<file path="src/rtl/fbec_defines.vh">
`ifndef FBEC_DEFINES_VH
`define FBEC_DEFINES_VH
// register indices; byte address is four times the index
`define FBEC_IDX_SYND 8'ha8
`define FBEC_IDX_FADDR 8'haa
`define FBEC_IDX_SWCHK 8'hae
`define FBEC_IDX_CONSOLE_ENTRY_BASE 8'hb0
`define FBEC_IDX_STAT 8'ha4
`define FBEC_IDX_SYSTYPE 8'hb2
`define FBEC_IDX_CTL 8'hb4
// status field positions
`define FBEC_B_HERR 0
`define FBEC_B_SERR 1
`define FBEC_B_TPERR 2
`define FBEC_B_TCPERR 3
`define FBEC_B_SEO 7
`define FBEC_B_FECC 8
`define FBEC_B_FCRD 9
`define FBEC_B_FDPERR 10
`define FBEC_B_FIRD 11
`define FBEC_B_FSEO 14
// reset values
`define FBEC_RST_CONSOLE_ENTRY_BASE 32'h0000_0000
`define FBEC_RST_SWCHK 14'h0000
`endif

</file>
<file path="src/rtl/fbec_top.v">
`include "fbec_defines.vh"
module fbec_top #(
   parameter [7:0] SYS_KIND = 8'h5a, // arbitrary value
   parameter [7:0] FW_REV = 8'h3c, // arbitrary value
   parameter [7:0] SYSTEM_VARIANT_CODE = 8'h7e, // arbitrary value
   parameter [7:0] LIC_CLASS = 8'h24 // arbitrary value
)(
   // clock and reset
   input wire ref_clk_in,
   input wire rst_b_in,
   // avalon-mm slave
   input wire [9:0] avs_address_in,
   input wire avs_read_in,
   input wire avs_write_in,
   input wire [31:0] avs_writedata_in,
   input wire [3:0] avs_byteenable_in,
   output reg [31:0] avs_readdata_out,
   output wire avs_waitrequest_out,
   // external cycle errors
   input wire bus_hard_in,
   input wire bus_soft_in,
   input wire tag_par_in,
   input wire tagctl_par_in,
   input wire [3:0] dispatch_cmd_in,
   input wire [31:0] bus_addr_in,
   // fill errors
   input wire fill_ecc_in,
   input wire fill_corr_in,
   input wire fill_par_in,
   input wire fill_instr_in,
   input wire [1:0] refill_quadword_index_in,
   input wire [31:0] fill_addr_in,
   input wire [13:0] refill_check_syndrome_in,
   // check-bit source
   input wire [13:0] gen_check_in,
   output reg [13:0] write_check_out,
   // bus error address, syndrome decode and software check enable
   output reg [31:0] bus_err_addr_out,
   output reg [6:0] synd_hi_bit_out,
   output reg [6:0] synd_lo_bit_out,
   output reg synd_hi_dbl_out,
   output reg synd_lo_dbl_out,
   output wire software_check_enable_out
);

   // -------------------------------------------------
   // syndrome decode
   // -------------------------------------------------
   // returns {double, code}; code 0..31 data, 32..38 check
   function [7:0] fbec_decode;
      input [6:0] s;
      reg [6:0] code;
      reg dbl;
      begin
         dbl = 1'b0;
         code = 7'h7f;
         case (s)
            7'h00: code = 7'h7f;
            7'h4f: code = 7'd0;
            7'h4a: code = 7'd1;
            7'h52: code = 7'd2;
            7'h54: code = 7'd3;
            7'h57: code = 7'd4;
            7'h58: code = 7'd5;
            7'h5b: code = 7'd6;
            7'h5d: code = 7'd7;
            7'h23: code = 7'd8;
            7'h25: code = 7'd9;
            7'h26: code = 7'd10;
            7'h29: code = 7'd11;
            7'h2a: code = 7'd12;
            7'h2c: code = 7'd13;
            7'h31: code = 7'd14;
            7'h34: code = 7'd15;
            7'h0e: code = 7'd16;
            7'h0b: code = 7'd17;
            7'h13: code = 7'd18;
            7'h15: code = 7'd19;
            7'h16: code = 7'd20;
            7'h19: code = 7'd21;
            7'h1a: code = 7'd22;
            7'h1c: code = 7'd23;
            7'h62: code = 7'd24;
            7'h64: code = 7'd25;
            7'h67: code = 7'd26;
            7'h68: code = 7'd27;
            7'h6b: code = 7'd28;
            7'h6d: code = 7'd29;
            7'h70: code = 7'd30;
            7'h75: code = 7'd31;
            7'h01: code = 7'd32;
            7'h02: code = 7'd33;
            7'h04: code = 7'd34;
            7'h08: code = 7'd35;
            7'h10: code = 7'd36;
            7'h20: code = 7'd37;
            7'h40: code = 7'd38;
            default: dbl = 1'b1;
         endcase
         fbec_decode = {dbl, code};
      end
   endfunction

   // -------------------------------------------------
   // dispatch command to status code
   // -------------------------------------------------
   // plain write (0110) reports 010, all else bits 3:1
   function [2:0] fbec_cmd_code;
      input [3:0] cmd;
      begin
         case (cmd)
            4'h6: fbec_cmd_code = 3'h2;
            default: fbec_cmd_code = cmd[3:1];
         endcase
      end
   endfunction

   // -------------------------------------------------
   // registers
   // -------------------------------------------------
   reg [31:0] stat;
   reg [26:0] fill_pa;
   reg [13:0] synd;
   reg synd_lock;
   reg [13:0] sw_check;
   reg sw_en;
   reg [31:0] console_base;
   wire [7:0] idx;
   wire wr;
   wire rd;
   wire bus_lock;
   wire fill_lock;
   wire [31:0] w1c;
   wire [2:0] cmd_code;
   wire bus_err;
   wire fill_err;
   wire [7:0] dec_hi;
   wire [7:0] dec_lo;

   assign idx = avs_address_in[9:2];
   assign wr = avs_write_in & (avs_byteenable_in != 4'h0);
   assign rd = avs_read_in;
   assign avs_waitrequest_out = 1'b0;
   assign software_check_enable_out = sw_en;
   assign w1c = (wr && idx == `FBEC_IDX_STAT) ? avs_writedata_in : 32'h0;
   assign bus_lock = stat[`FBEC_B_HERR] | stat[`FBEC_B_SERR] |
      stat[`FBEC_B_TPERR] | stat[`FBEC_B_TCPERR];
   assign fill_lock = stat[`FBEC_B_FECC] | stat[`FBEC_B_FDPERR];
   assign bus_err = bus_hard_in | bus_soft_in | tag_par_in | tagctl_par_in;
   assign fill_err = fill_ecc_in | fill_par_in;
   // status code per command table
   assign cmd_code = fbec_cmd_code(dispatch_cmd_in);
   assign dec_hi = fbec_decode(synd[13:7]);
   assign dec_lo = fbec_decode(synd[6:0]);

   // -------------------------------------------------
   // status, not touched by reset
   // -------------------------------------------------
   always @(posedge ref_clk_in)
   begin
      // bus side: locked fields hold, unlock on ones
      if (w1c[`FBEC_B_SEO] | (|w1c[3:0]))
      begin
         stat[3:0] <= stat[3:0] & ~w1c[3:0];
         stat[`FBEC_B_SEO] <= stat[`FBEC_B_SEO] & ~w1c[`FBEC_B_SEO];
      end
      if (bus_err)
      begin
         if (bus_lock & ~(|w1c[3:0]))
            stat[`FBEC_B_SEO] <= stat[`FBEC_B_SEO] |
               bus_hard_in | tag_par_in | tagctl_par_in;
         else
         begin
            stat[`FBEC_B_HERR] <= bus_hard_in;
            stat[`FBEC_B_SERR] <= bus_soft_in;
            stat[`FBEC_B_TPERR] <= tag_par_in;
            stat[`FBEC_B_TCPERR] <= tagctl_par_in;
            stat[6:4] <= cmd_code;
            bus_err_addr_out <= bus_addr_in;
         end
      end
      // fill side
      if (w1c[`FBEC_B_FSEO] | (|w1c[11:8]))
      begin
         stat[10:8] <= stat[10:8] & ~w1c[10:8];
         stat[`FBEC_B_FIRD] <= stat[`FBEC_B_FIRD] & ~w1c[`FBEC_B_FIRD];
         stat[`FBEC_B_FSEO] <= stat[`FBEC_B_FSEO] & ~w1c[`FBEC_B_FSEO];
      end
      if (fill_err)
      begin
         if (fill_lock & ~(|w1c[10:8]))
            stat[`FBEC_B_FSEO] <= stat[`FBEC_B_FSEO] |
               (fill_ecc_in & ~fill_corr_in) | fill_par_in;
         else
         begin
            stat[`FBEC_B_FECC] <= fill_ecc_in;
            stat[`FBEC_B_FCRD] <= fill_ecc_in & fill_corr_in;
            stat[`FBEC_B_FDPERR] <= fill_par_in;
            stat[`FBEC_B_FIRD] <= fill_instr_in;
            stat[13:12] <= refill_quadword_index_in;
         end
      end
      stat[31:15] <= 17'h0;
   end

   // -------------------------------------------------
   // fill address, syndrome, control
   // -------------------------------------------------
   always @(posedge ref_clk_in)
   begin
      if (!rst_b_in)
      begin
         synd_lock <= 1'b0;
         sw_check <= `FBEC_RST_SWCHK;
         sw_en <= 1'b0;
         console_base <= `FBEC_RST_CONSOLE_ENTRY_BASE;
         fill_pa <= 27'h0;
         synd <= 14'h0;
      end
      else
      begin
         if (rd && idx == `FBEC_IDX_FADDR)
            synd_lock <= 1'b0;
         if (fill_err && !synd_lock)
         begin
            synd_lock <= 1'b1;
            fill_pa <= fill_addr_in[31:5];
            if (fill_ecc_in)
               synd <= refill_check_syndrome_in;
         end
         if (wr && idx == `FBEC_IDX_SWCHK)
            sw_check <= avs_writedata_in[13:0];
         if (wr && idx == `FBEC_IDX_CTL)
            sw_en <= avs_writedata_in[0];
         if (wr && idx == `FBEC_IDX_CONSOLE_ENTRY_BASE)
            console_base <= avs_writedata_in;
      end
   end

   // -------------------------------------------------
   // outputs
   // -------------------------------------------------
   always @(posedge ref_clk_in)
   begin
      if (!rst_b_in)
      begin
         write_check_out <= 14'h0;
         synd_hi_bit_out <= 7'h0;
         synd_lo_bit_out <= 7'h0;
         synd_hi_dbl_out <= 1'b0;
         synd_lo_dbl_out <= 1'b0;
      end
      else
      begin
         write_check_out <= sw_en ? sw_check : gen_check_in;
         synd_hi_bit_out <= dec_hi[6:0];
         synd_lo_bit_out <= dec_lo[6:0];
         synd_hi_dbl_out <= dec_hi[7];
         synd_lo_dbl_out <= dec_lo[7];
      end
   end

   // read mux, read-only fields ignore writes
   always @*
   begin
      case (idx)
         `FBEC_IDX_STAT: avs_readdata_out = stat;
         `FBEC_IDX_SYND: avs_readdata_out = {18'h0, synd};
         `FBEC_IDX_FADDR: avs_readdata_out = {fill_pa, 5'h0};
         `FBEC_IDX_CONSOLE_ENTRY_BASE: avs_readdata_out = console_base;
         `FBEC_IDX_SYSTYPE: avs_readdata_out =
            {SYS_KIND, FW_REV, SYSTEM_VARIANT_CODE, LIC_CLASS};
         `FBEC_IDX_CTL: avs_readdata_out = {31'h0, sw_en};
         default: avs_readdata_out = 32'h0;
      endcase
   end

endmodule // fbec_top

</file>
<file path="config.mk">
export PLATFORM = sky130hd
export DESIGN_NAME = fbec_top
export DESIGN_NICKNAME = d
export VERILOG_FILES = /design/src/rtl/fbec_top.v
export VERILOG_INCLUDE_DIRS = /design/src /design/src/rtl
export SDC_FILE = /design/constraint.sdc
export NUM_CORES = 1
export LEC_CHECK = 0
export CAP_MARGIN = 30
export CORE_MARGIN = 4
export CORE_UTILIZATION = 30
export DETAILED_ROUTE_END_ITERATION = 10
export DONT_BUFFER_PORTS = 1
export GPL_TIMING_DRIVEN = 0
export PLACE_DENSITY_LB_ADDON = 0.1
export SETUP_SLACK_MARGIN = 0.1
export SYNTH_ARGS = -nofsm -noshare
export SYNTH_HDL_FRONTEND = slang
export SYNTH_SLANG_ARGS = --single-unit
</file>
<file path="constraint.sdc">
create_clock -name ref_clk_in -period 2.81 [get_ports ref_clk_in]
set_input_delay 0.281 -clock ref_clk_in [delete_from_list [all_inputs] [get_ports ref_clk_in]]
set_output_delay 0.281 -clock ref_clk_in [all_outputs]
set_load 0.02 [all_outputs]
</file>
==> impl_metrics.toml, run 1 <==
[status]
status = "completed"

[yosys]
synth_area_leaders = "dfxtp_1, edfxtp_1, nand2_1, a21oi_1, a221o_1"
synth_edf_count = 37
seq_area_frac_synth = 0.4565
yosysWarnings = 0
synth.distinct_cells = 80
yosysTopAreaCell = "dfxtp_1"
synth_area_per_cell_sq_um = 8.681
yosys.area.top_type_share = 0.3192
synth_area_sq_mm = 0.008090
ys.flop_type = "dfxtp_1"
synth-seq-cells = 166
ys_async_sr_fraction = 0
synth_cells = 932
synthesis.nets = 1088

[sta]
rsz0062_at_grt = "false"
worst_pin_slew_ns = 0.9328
fin_skew_ns = 0.01066
fin_crit_sh = 0.9609
slew_headroom = 0.3759
fmax_ghz = 0.3703
setup_tns_ns = 0
fin_crit_ns = 2.700
hold_viol_final = 0
setup_viol = 0
drv_slew = 0

[worst_setup_path]
required_ns = 3.12
rrSetupSlack_ns = 0.11
startpoint_type = "flip-flop"
critical_path_class = "reg -> reg"
worstSetupStartpoint = "synd[12]"
cp.arrival_ns = 3.01
endpoint_kind = "flip-flop"
r2r_start = "synd[12]"
crit_path_max_fanout = 10

[global_routing]
grt_usage = 0.2071
grt_pass1_wl_mm = 47.00
grt_start_max_net_pins = 31
antenna_found_initial = 0
grt_overflow = 0
grt_pass1_vias = 7637

[pwr]
clkPwrFrac = 0.385
irDropWorstVdd_mv = 0.3026
combinationalPowerShare = 0.153
p_int_w = 0.004583
power.density_mw_per_mm2 = 629.1
p_seq_frac = 0.462
swShare = 0.2998
leakagePower_nw = 3.721
p_sw_w = 0.001963

[floorplanning]
die_h_um = 172.2
row_count = 59
core-area_sq_mm = 0.02628
pin_count = 252
die_w_um = 172.2
die_area_sq_mm = 0.02966
start_util = 0.3078

[clocking]
root_buffer = "clkbuf_16"
insertion_delay_ns = 0.43
cts_tree = "built"
path_clk_slew_ns = 0.07
cts.sinks = 166
cts_buffers = 17
clk_path_buf_depth = 2
htreeDepth = 4
postCtsSetupBuffers = 0

[cells_and_area]
layout_common_cells = "nand2_1, dfxtp_1, dlygate4sd3_1"
fin_cells = 1423
final_common_cell = "nand2_1"
drive_gt1_frac = 0.09283
syn2layout_area_growth_pct = 28.61
insertedDiodeCount = 0
nFillCells = 2742
nNetsFinal = 1231
multi_input_area_sq_mm = 0.003968
register_area_sq_mm = 0.003694

[place]
dp_cells = 1269
dp_hpwl_mm = 22.69
io_buffer_count = 0
place_congestion = 0.8658

[detailed_routing]
routed_wl_mm = 31.54
routed_via_density = 5.404
postRouteAntennaNets = 0
drc = 0
drt-wirelength-per-cell_um = 22.16
vias = 7690
first_pass_iters = 6
drt-initial-drc-count = 546

[run]
maxCapViolCount = 0

[worst_hold_path]
hp-class = "in -> reg"
hold_start = "refill_check_syndrome_in[9]"
power groups by stage:
stage               clock network [W]  registers [W]  logic [W]
global placement                    0        0.00308   0.000830
detailed placement                  0        0.00308   0.000844
finish                        0.00252        0.00303    0.00100
floorplan                           0        0.00303   0.000608
CTS                           0.00260        0.00303    0.00100
global route                  0.00270        0.00305    0.00109
per-stage QoR:
stage	hold slack, ns	utilization	total power (W)	setup WS (ns)	cell area [sq um]
floorplan	0.3799	-	0.003633	0.4640	8090
global placement	0.3799	0.3238	0.003915	-0.05145	8509
detailed placement	0.3799	0.3249	0.003925	-0.08656	8539
CTS	0.001867	0.3958	0.006624	0.1721	10400
global route	0.006897	0.3959	0.006837	0.1257	10410
finish	0.01810	0.3959	0.006546	0.1098	10410
sequential cells by signal (all words and copies together) (netlist names), 7 cells and up:
signal and count:
write_check_out 14, stat 15, synd_lo_bit_out 7, synd 14
synd_hi_bit_out 7, fill_pa 27, console_base 32, sw_check 14
bus_err_addr_out 32
critical path, cell delays in order (launching register included):
cell and delay, ns:
dfxtp_1 0.38, buf_4 0.20, clkbuf_1 0.49, a211oi_1 0.13, o21ai_0 0.38, nor4b_2 0.30, nand3_1 0.30, a41oi_1 0.39
final cells by class:
class	count	area share
multi-input combinational	668	0.3813
sequential	166	0.3550
timing repair buffer	124	0.1202
clock buffer	20	0.04702
tap	335	0.04028
buffer	83	0.03680
clock inverter	12	0.01395
inverter	15	0.005411
worst paths after layout:
| kind | end | cells after the start |
|---|---|---|
| hold reg to reg | fill_pa[16] | 2 |
| setup reg to reg | synd_hi_dbl_out | 7 |
| setup / recovery | synd_hi_dbl_out | 7 |
| hold / removal | synd[9] | 2 |
synthesized netlist by cell type, types with 15 or more instances:
cell,instances
nand2_1,211
dfxtp_1,129
a21oi_1,96
nor2_1,42
clkbuf_1,39
edfxtp_1,37
buf_2,30
a221o_1,26
o21ai_0,26
mux2i_1,16
nand2b_1,16
nand3_1,15
cell families (layout without fill, tap and decap cells):
group	after synthesis	after routing	synth area share
and+or+nand+nor	371	371	0.2196
buffers and inverters	98	254	0.05382
other	1	1	0.0004635
AOI/OAI and AO/OA	253	253	0.2148
xor gates and xnor gates	20	20	0.02536
adders and majority gates	1	1	0.001237
muxes	22	22	0.02815
DFF	166	166	0.4565
layer usage:
metal,global-route usage,vias up,part of all wire
li1,-,3630,-
met1,0.2814,3716,0.44
met2,0.3361,311,0.48
met3,0.04778,33,0.069
met4,0.04921,0,0.014
met5,0,-,0
timing repair:
item / CTS / global route
endpoints found under the hold margin: 136 / 0
hold buffers: 122 / 0
setup endpoints to repair: 13 / 2
gates resized for setup: 2 / 4
No activity file was read; power rests on OpenSTA's default activity.
==> inputs of run 2 (changes only) <==
==> constraint.sdc (replaced) <==
create_clock -name ref_clk_in -period 3 [get_ports ref_clk_in]
set_input_delay 0.3 -clock ref_clk_in [delete_from_list [all_inputs] [get_ports ref_clk_in]]
set_output_delay 0.3 -clock ref_clk_in [all_outputs]
set_load 0.02 [all_outputs]
==> run 2 against run 1 <==
Against the previous run:
- combinational power shrank 9.5%
- die area unchanged
- sequential power shrank 6.6%
- final area down 2.7%
- core utilization fell by 1.1 points
- via count down 1.8%
- clock power is 6% lower
- worst hold slack worse by 0.0036 ns
- first-iteration DRC count up 2.9%
- global-route usage is 0.14 points lower
- critical path depth shrank 2
- worst setup slack better by 0.19 ns
- critical path type is now in -> out
- largest power group unchanged
- highest routed layer unchanged
==> impl_metrics.toml, run 2 (synthesized netlist as in run 1, its figures left out) <==
[global_routing]
antenna_found_initial = 0
grt_usage = 0.2057
grt_pass1_vias = 7496
grt_overflow = 0
grt_pass1_wl_mm = 46.53
grt_start_max_net_pins = 31

[worst_setup_path]
startpoint_type = "input pin"
path_cells = "and4bb_1 -> nand2_1 -> nor3_4 -> clkbuf_1 -> a221o_1"
cp.arrival_ns = 2.40
path_delay_family = "simple AND/OR/NAND/NOR gates"
required_ns = 2.70
crit_path_max_fanout = 10
slowest_delay_ns = 0.61
worst-path-buf-inv = 1
critical_path_class = "in -> out"
endpoint_kind = "primary output"
crit_slowest_cell = "clkbuf_1"

[sta]
setup_viol = 0
setup_tns_ns = 0
fin_crit_sh = 0.9010
drv_slew = 0
hold_viol_final = 0
fmax_ghz = 0.3700
worst_pin_slew_ns = 0.9231
holdWs_ns = 0.01446
slew_headroom = 0.3823
fin_ws_ns = 0.2970
fin_skew_ns = 0.01388
fin_crit_ns = 2.703
rsz0062_at_grt = "false"

[cells_and_area]
insertedDiodeCount = 0
syn2layout_area_growth_pct = 25.12
multi_input_area_sq_mm = 0.003968
nFillCells = 2757
layout_common_cells = "nand2_1, dfxtp_1, a21oi_1"
nNetsFinal = 1203
drive_gt1_frac = 0.09340
register_area_sq_mm = 0.003694
final_common_cell = "nand2_1"
reg_top3 = "bus_err_addr_out (32), console_base (32), fill_pa (27)"
final_cell_area_sq_mm = 0.01012

[pwr]
leakagePower_nw = 3.597
p_total_w = 0.006095
irDropWorstVdd_mv = 0.2833
power.density_mw_per_mm2 = 602.2

[detailed_routing]
routed_via_density = 5.416
drt-initial-drc-count = 562
routed_wl_mm = 31.35
first_pass_iters = 5
vias = 7555
drt-wirelength-per-cell_um = 22.47
drc = 0
postRouteAntennaNets = 0

[place]
place_area_sq_mm = 0.008539
io_buffer_count = 0
post-place-ws_ns = 0.06544
place_congestion = 0.8658
dp_hpwl_mm = 22.69

[clocking]
htreeDepth = 4
path_clk_slew_ns = 0.06
clk_path_buf_depth = 2
root_buffer = "clkbuf_16"
cts.sinks = 166
postCtsSetupBuffers = 0
cts_tree = "built"
cts_buffers = 17
insertion_delay_ns = 0.43

[floorplanning]
start_util = 0.3078
core-area_sq_mm = 0.02628
pin_count = 252
die_area_sq_mm = 0.02966
die_h_um = 172.2
row_count = 59
die_w_um = 172.2

[status]
status = "completed"

[worst_hold_path]
hp-class = "in -> reg"

[run]
maxCapViolCount = 0
## run 2: cell types whose count changed in the layout (fill, tap and decap cells not counted), sizes merged
cell	before	now
dlygate4sd3	122	94
## run 2: report_power, final
part	internal (W)	leakage (nW)	switching (W)
clock network	0.00134	0.316	0.00102
logic	0.000376	1.89	0.000530
registers	0.00256	1.40	0.000278
## run 2: metrics by stage
stage | std cells | utilization
after floorplan | 932 | -
after global placement | 1267 | 0.3238
after detailed placement | 1269 | 0.3249
after CTS | 1393 | 0.3844
after global routing | 1395 | 0.3852
final | 1395 | 0.3852
## run 2: routing by layer
metal / GRT usage / share of wire / vias to the layer above
met3: 0.05213 / 0.068 / 32
met1: 0.2786 / 0.44 / 3643
met5: 0 / 0 / -
met4: 0.04751 / 0.014 / 0
li1: - / - / 3580
met2: 0.3320 / 0.48 / 300
## run 2: path summary, 6_finish.rpt
kind,startpoint,endpoint,slack (ns),depth (start not counted)
worst min-delay path,fill_addr_in[12],fill_pa[7],0.01,2
worst max register to register,synd[11],synd_hi_dbl_out,0.39,7
worst max-delay path,avs_address_in[8],avs_readdata_out[6],0.30,5
worst min register to register,fill_pa[16],fill_pa[16],0.46,2
## run 2: area by class of cell
type	count	share of cell area
Clock buffer	20	0.04833
Timing Repair Buffer	96	0.09592
Sequential cell	166	0.3649
Buffer	83	0.03758
Clock inverter	12	0.01434
Inverter	15	0.005562
Tap cell	335	0.04141
Multi-Input combinational cell	668	0.3920
## run 2: what timing repair did
action / CTS / global route
endpoints found under the setup margin: 3 / 1
resized for setup: 1 / 2
hold buffers: 92 / 2
hold endpoints to repair: 102 / 2
==> inputs of run 3 (changes only) <==
--- a/config.mk
+++ b/config.mk
@@ -6,11 +6,11 @@
 export SDC_FILE = /design/constraint.sdc
 export NUM_CORES = 1
 export LEC_CHECK = 0
+export BUFFER_PORTS_ARGS = -buffer_cell sky130_fd_sc_hd__buf_2
 export CAP_MARGIN = 30
 export CORE_MARGIN = 4
 export CORE_UTILIZATION = 30
 export DETAILED_ROUTE_END_ITERATION = 10
-export DONT_BUFFER_PORTS = 1
 export GPL_TIMING_DRIVEN = 0
 export PLACE_DENSITY_LB_ADDON = 0.1
 export SETUP_SLACK_MARGIN = 0.1
==> run 3 against run 2 <==
Against the previous run:
- global-route usage fell by 0.18 points
- via count up 6.2%
- core utilization is 0.95 points higher
- fmax decreased by 2.7%
- register-to-register slack got worse by 0.07 ns
- clock-buffer cell count up 1
- die area did not move
- power up 1.4%
- highest routed layer is now met5
- clock skew rose by 0.0026 ns
- combinational power up 30%
- sequential power decreased by 6%
- sequential cell count unchanged
==> impl_metrics.toml, run 3 (synthesized netlist as in run 1, its figures left out) <==
[global_routing]
grt_usage = 0.2039
grt_pass1_wl_mm = 46.37
grt_pass1_vias = 7770
grt_start_max_net_pins = 30
antenna_found_initial = 6
grt_overflow = 0

[sta]
hold_viol_final = 0
slew_headroom = 0.3806
fin_crit_ns = 2.778
fin_crit_sh = 0.9260
fin_skew_ns = 0.01645
worst_pin_slew_ns = 0.9256
drv_slew = 0
rsz0062_at_grt = "false"
setup_viol = 0
holdWs_ns = 0.02789
fmax_ghz = 0.3600

[cells_and_area]
syn2layout_area_growth_pct = 28.21
nFillCells = 2822
post-route-util = 0.3947
layout_common_cells = "buf_2, nand2_1, dfxtp_1"
drive_gt1_frac = 0.2806
reg_top3 = "bus_err_addr_out (32), console_base (32), fill_pa (27)"
final_common_cell = "buf_2"
register_area_sq_mm = 0.003694
fin_cells = 1545
multi_input_area_sq_mm = 0.003968
nNetsFinal = 1351

[clocking]
ctsHoldBuffers = 0
insertion_delay_ns = 0.44
clk_path_buf_depth = 2
path_clk_slew_ns = 0.08
htreeDepth = 4
cts_tree = "built"
root_buffer = "clkbuf_16"
cts_buffers = 17
cts.sinks = 166

[place]
io_buffer_count = 242
dp_cells = 1511
place_congestion = 0.9135
dp_hpwl_mm = 23.15

[detailed_routing]
drc = 0
postRouteAntennaNets = 0
drt-wirelength-per-cell_um = 20.13
routed_wl_mm = 31.09
vias = 8023
first_pass_iters = 5
drt-initial-drc-count = 488
routed_via_density = 5.193

[worst_setup_path]
cp.arrival_ns = 2.48
critical_path_class = "in -> out"
endpoint_kind = "primary output"
required_ns = 2.70
crit_path_max_fanout = 10
startpoint_type = "input pin"

[floorplanning]
die_w_um = 172.2
die_h_um = 172.2
start_util = 0.3078
row_count = 59
core-area_sq_mm = 0.02628
die_area_sq_mm = 0.02966
pin_count = 252

[status]
status = "completed"

[pwr]
p_total_w = 0.006183
leakagePower_nw = 4.220
irDropWorstVdd_mv = 0.3089
power.density_mw_per_mm2 = 596.1

[worst_hold_path]
hp-class = "in -> reg"

[run]
maxCapViolCount = 0
## run 3: routing by layer
| metal | share of wire | up-vias | global-route usage | routed length (um) |
|---|---|---|---|---|
| li1 | - | 3869 | - | - |
| met5 | 0.0021 | - | 0 | 65 |
| met1 | 0.43 | 3832 | 0.2748 | 13520 |
| met4 | 0.018 | 10 | 0.05571 | 569 |
| met3 | 0.073 | 43 | 0.05556 | 2261 |
| met2 | 0.47 | 269 | 0.3239 | 14680 |
## run 3: power breakdown
part           internal (W)  total (W)  switching (W)
clock               0.00130    0.00235        0.00105
combinational      0.000438    0.00118       0.000747
sequential          0.00255    0.00265       0.000101
total               0.00429    0.00618        0.00190
## run 3: worst max-delay path, stage by stage
cell and delay (ns):
buf_2 0.10, nand4b_1 0.19, or3_1 0.41, nor3_2 0.33
buf_2 0.33, buf_2 0.33, a221o_1 0.28, buf_2 0.20
## run 3: cell type report
class	instances	area share
antenna	2	0.0004825
sequential	166	0.3561
clock buffer	21	0.04753
timing repair buffer	244	0.1192
buffer	83	0.03655
clock inverter	11	0.01182
inverter	15	0.005428
multi-input combinational	668	0.3825
tap	335	0.04041
## run 3: path summary, 6_finish.rpt
path / startpoint / end / slack [ns] / cells past startpoint
min: bus_addr_in[26] / bus_err_addr_out[26] / 0.03 / 1
min reg2reg: console_base[16] / console_base[16] / 0.46 / 2
max reg2reg: synd[12] / synd_hi_dbl_out / 0.32 / 7
max: avs_address_in[8] / avs_readdata_out[6] / 0.22 / 8
## run 3: repair_timing
item / in CTS / in global routing
gates resized for setup: 1 / 0
hold endpoints to repair: 0 / 0
setup endpoints to repair: 5 / 0
buffers inserted: 0 / 0
## run 3: stage by stage
step                worst slack, ns  cell area, sq um  TNS (ns)
detailed placement        0.0008975              9746         0
global route                 0.1146             10370         0
global placement           -0.03440              9721  -0.09839
CTS                          0.1998             10370         0
floorplan                    0.6350              8090         0
finish                       0.2221             10370         0
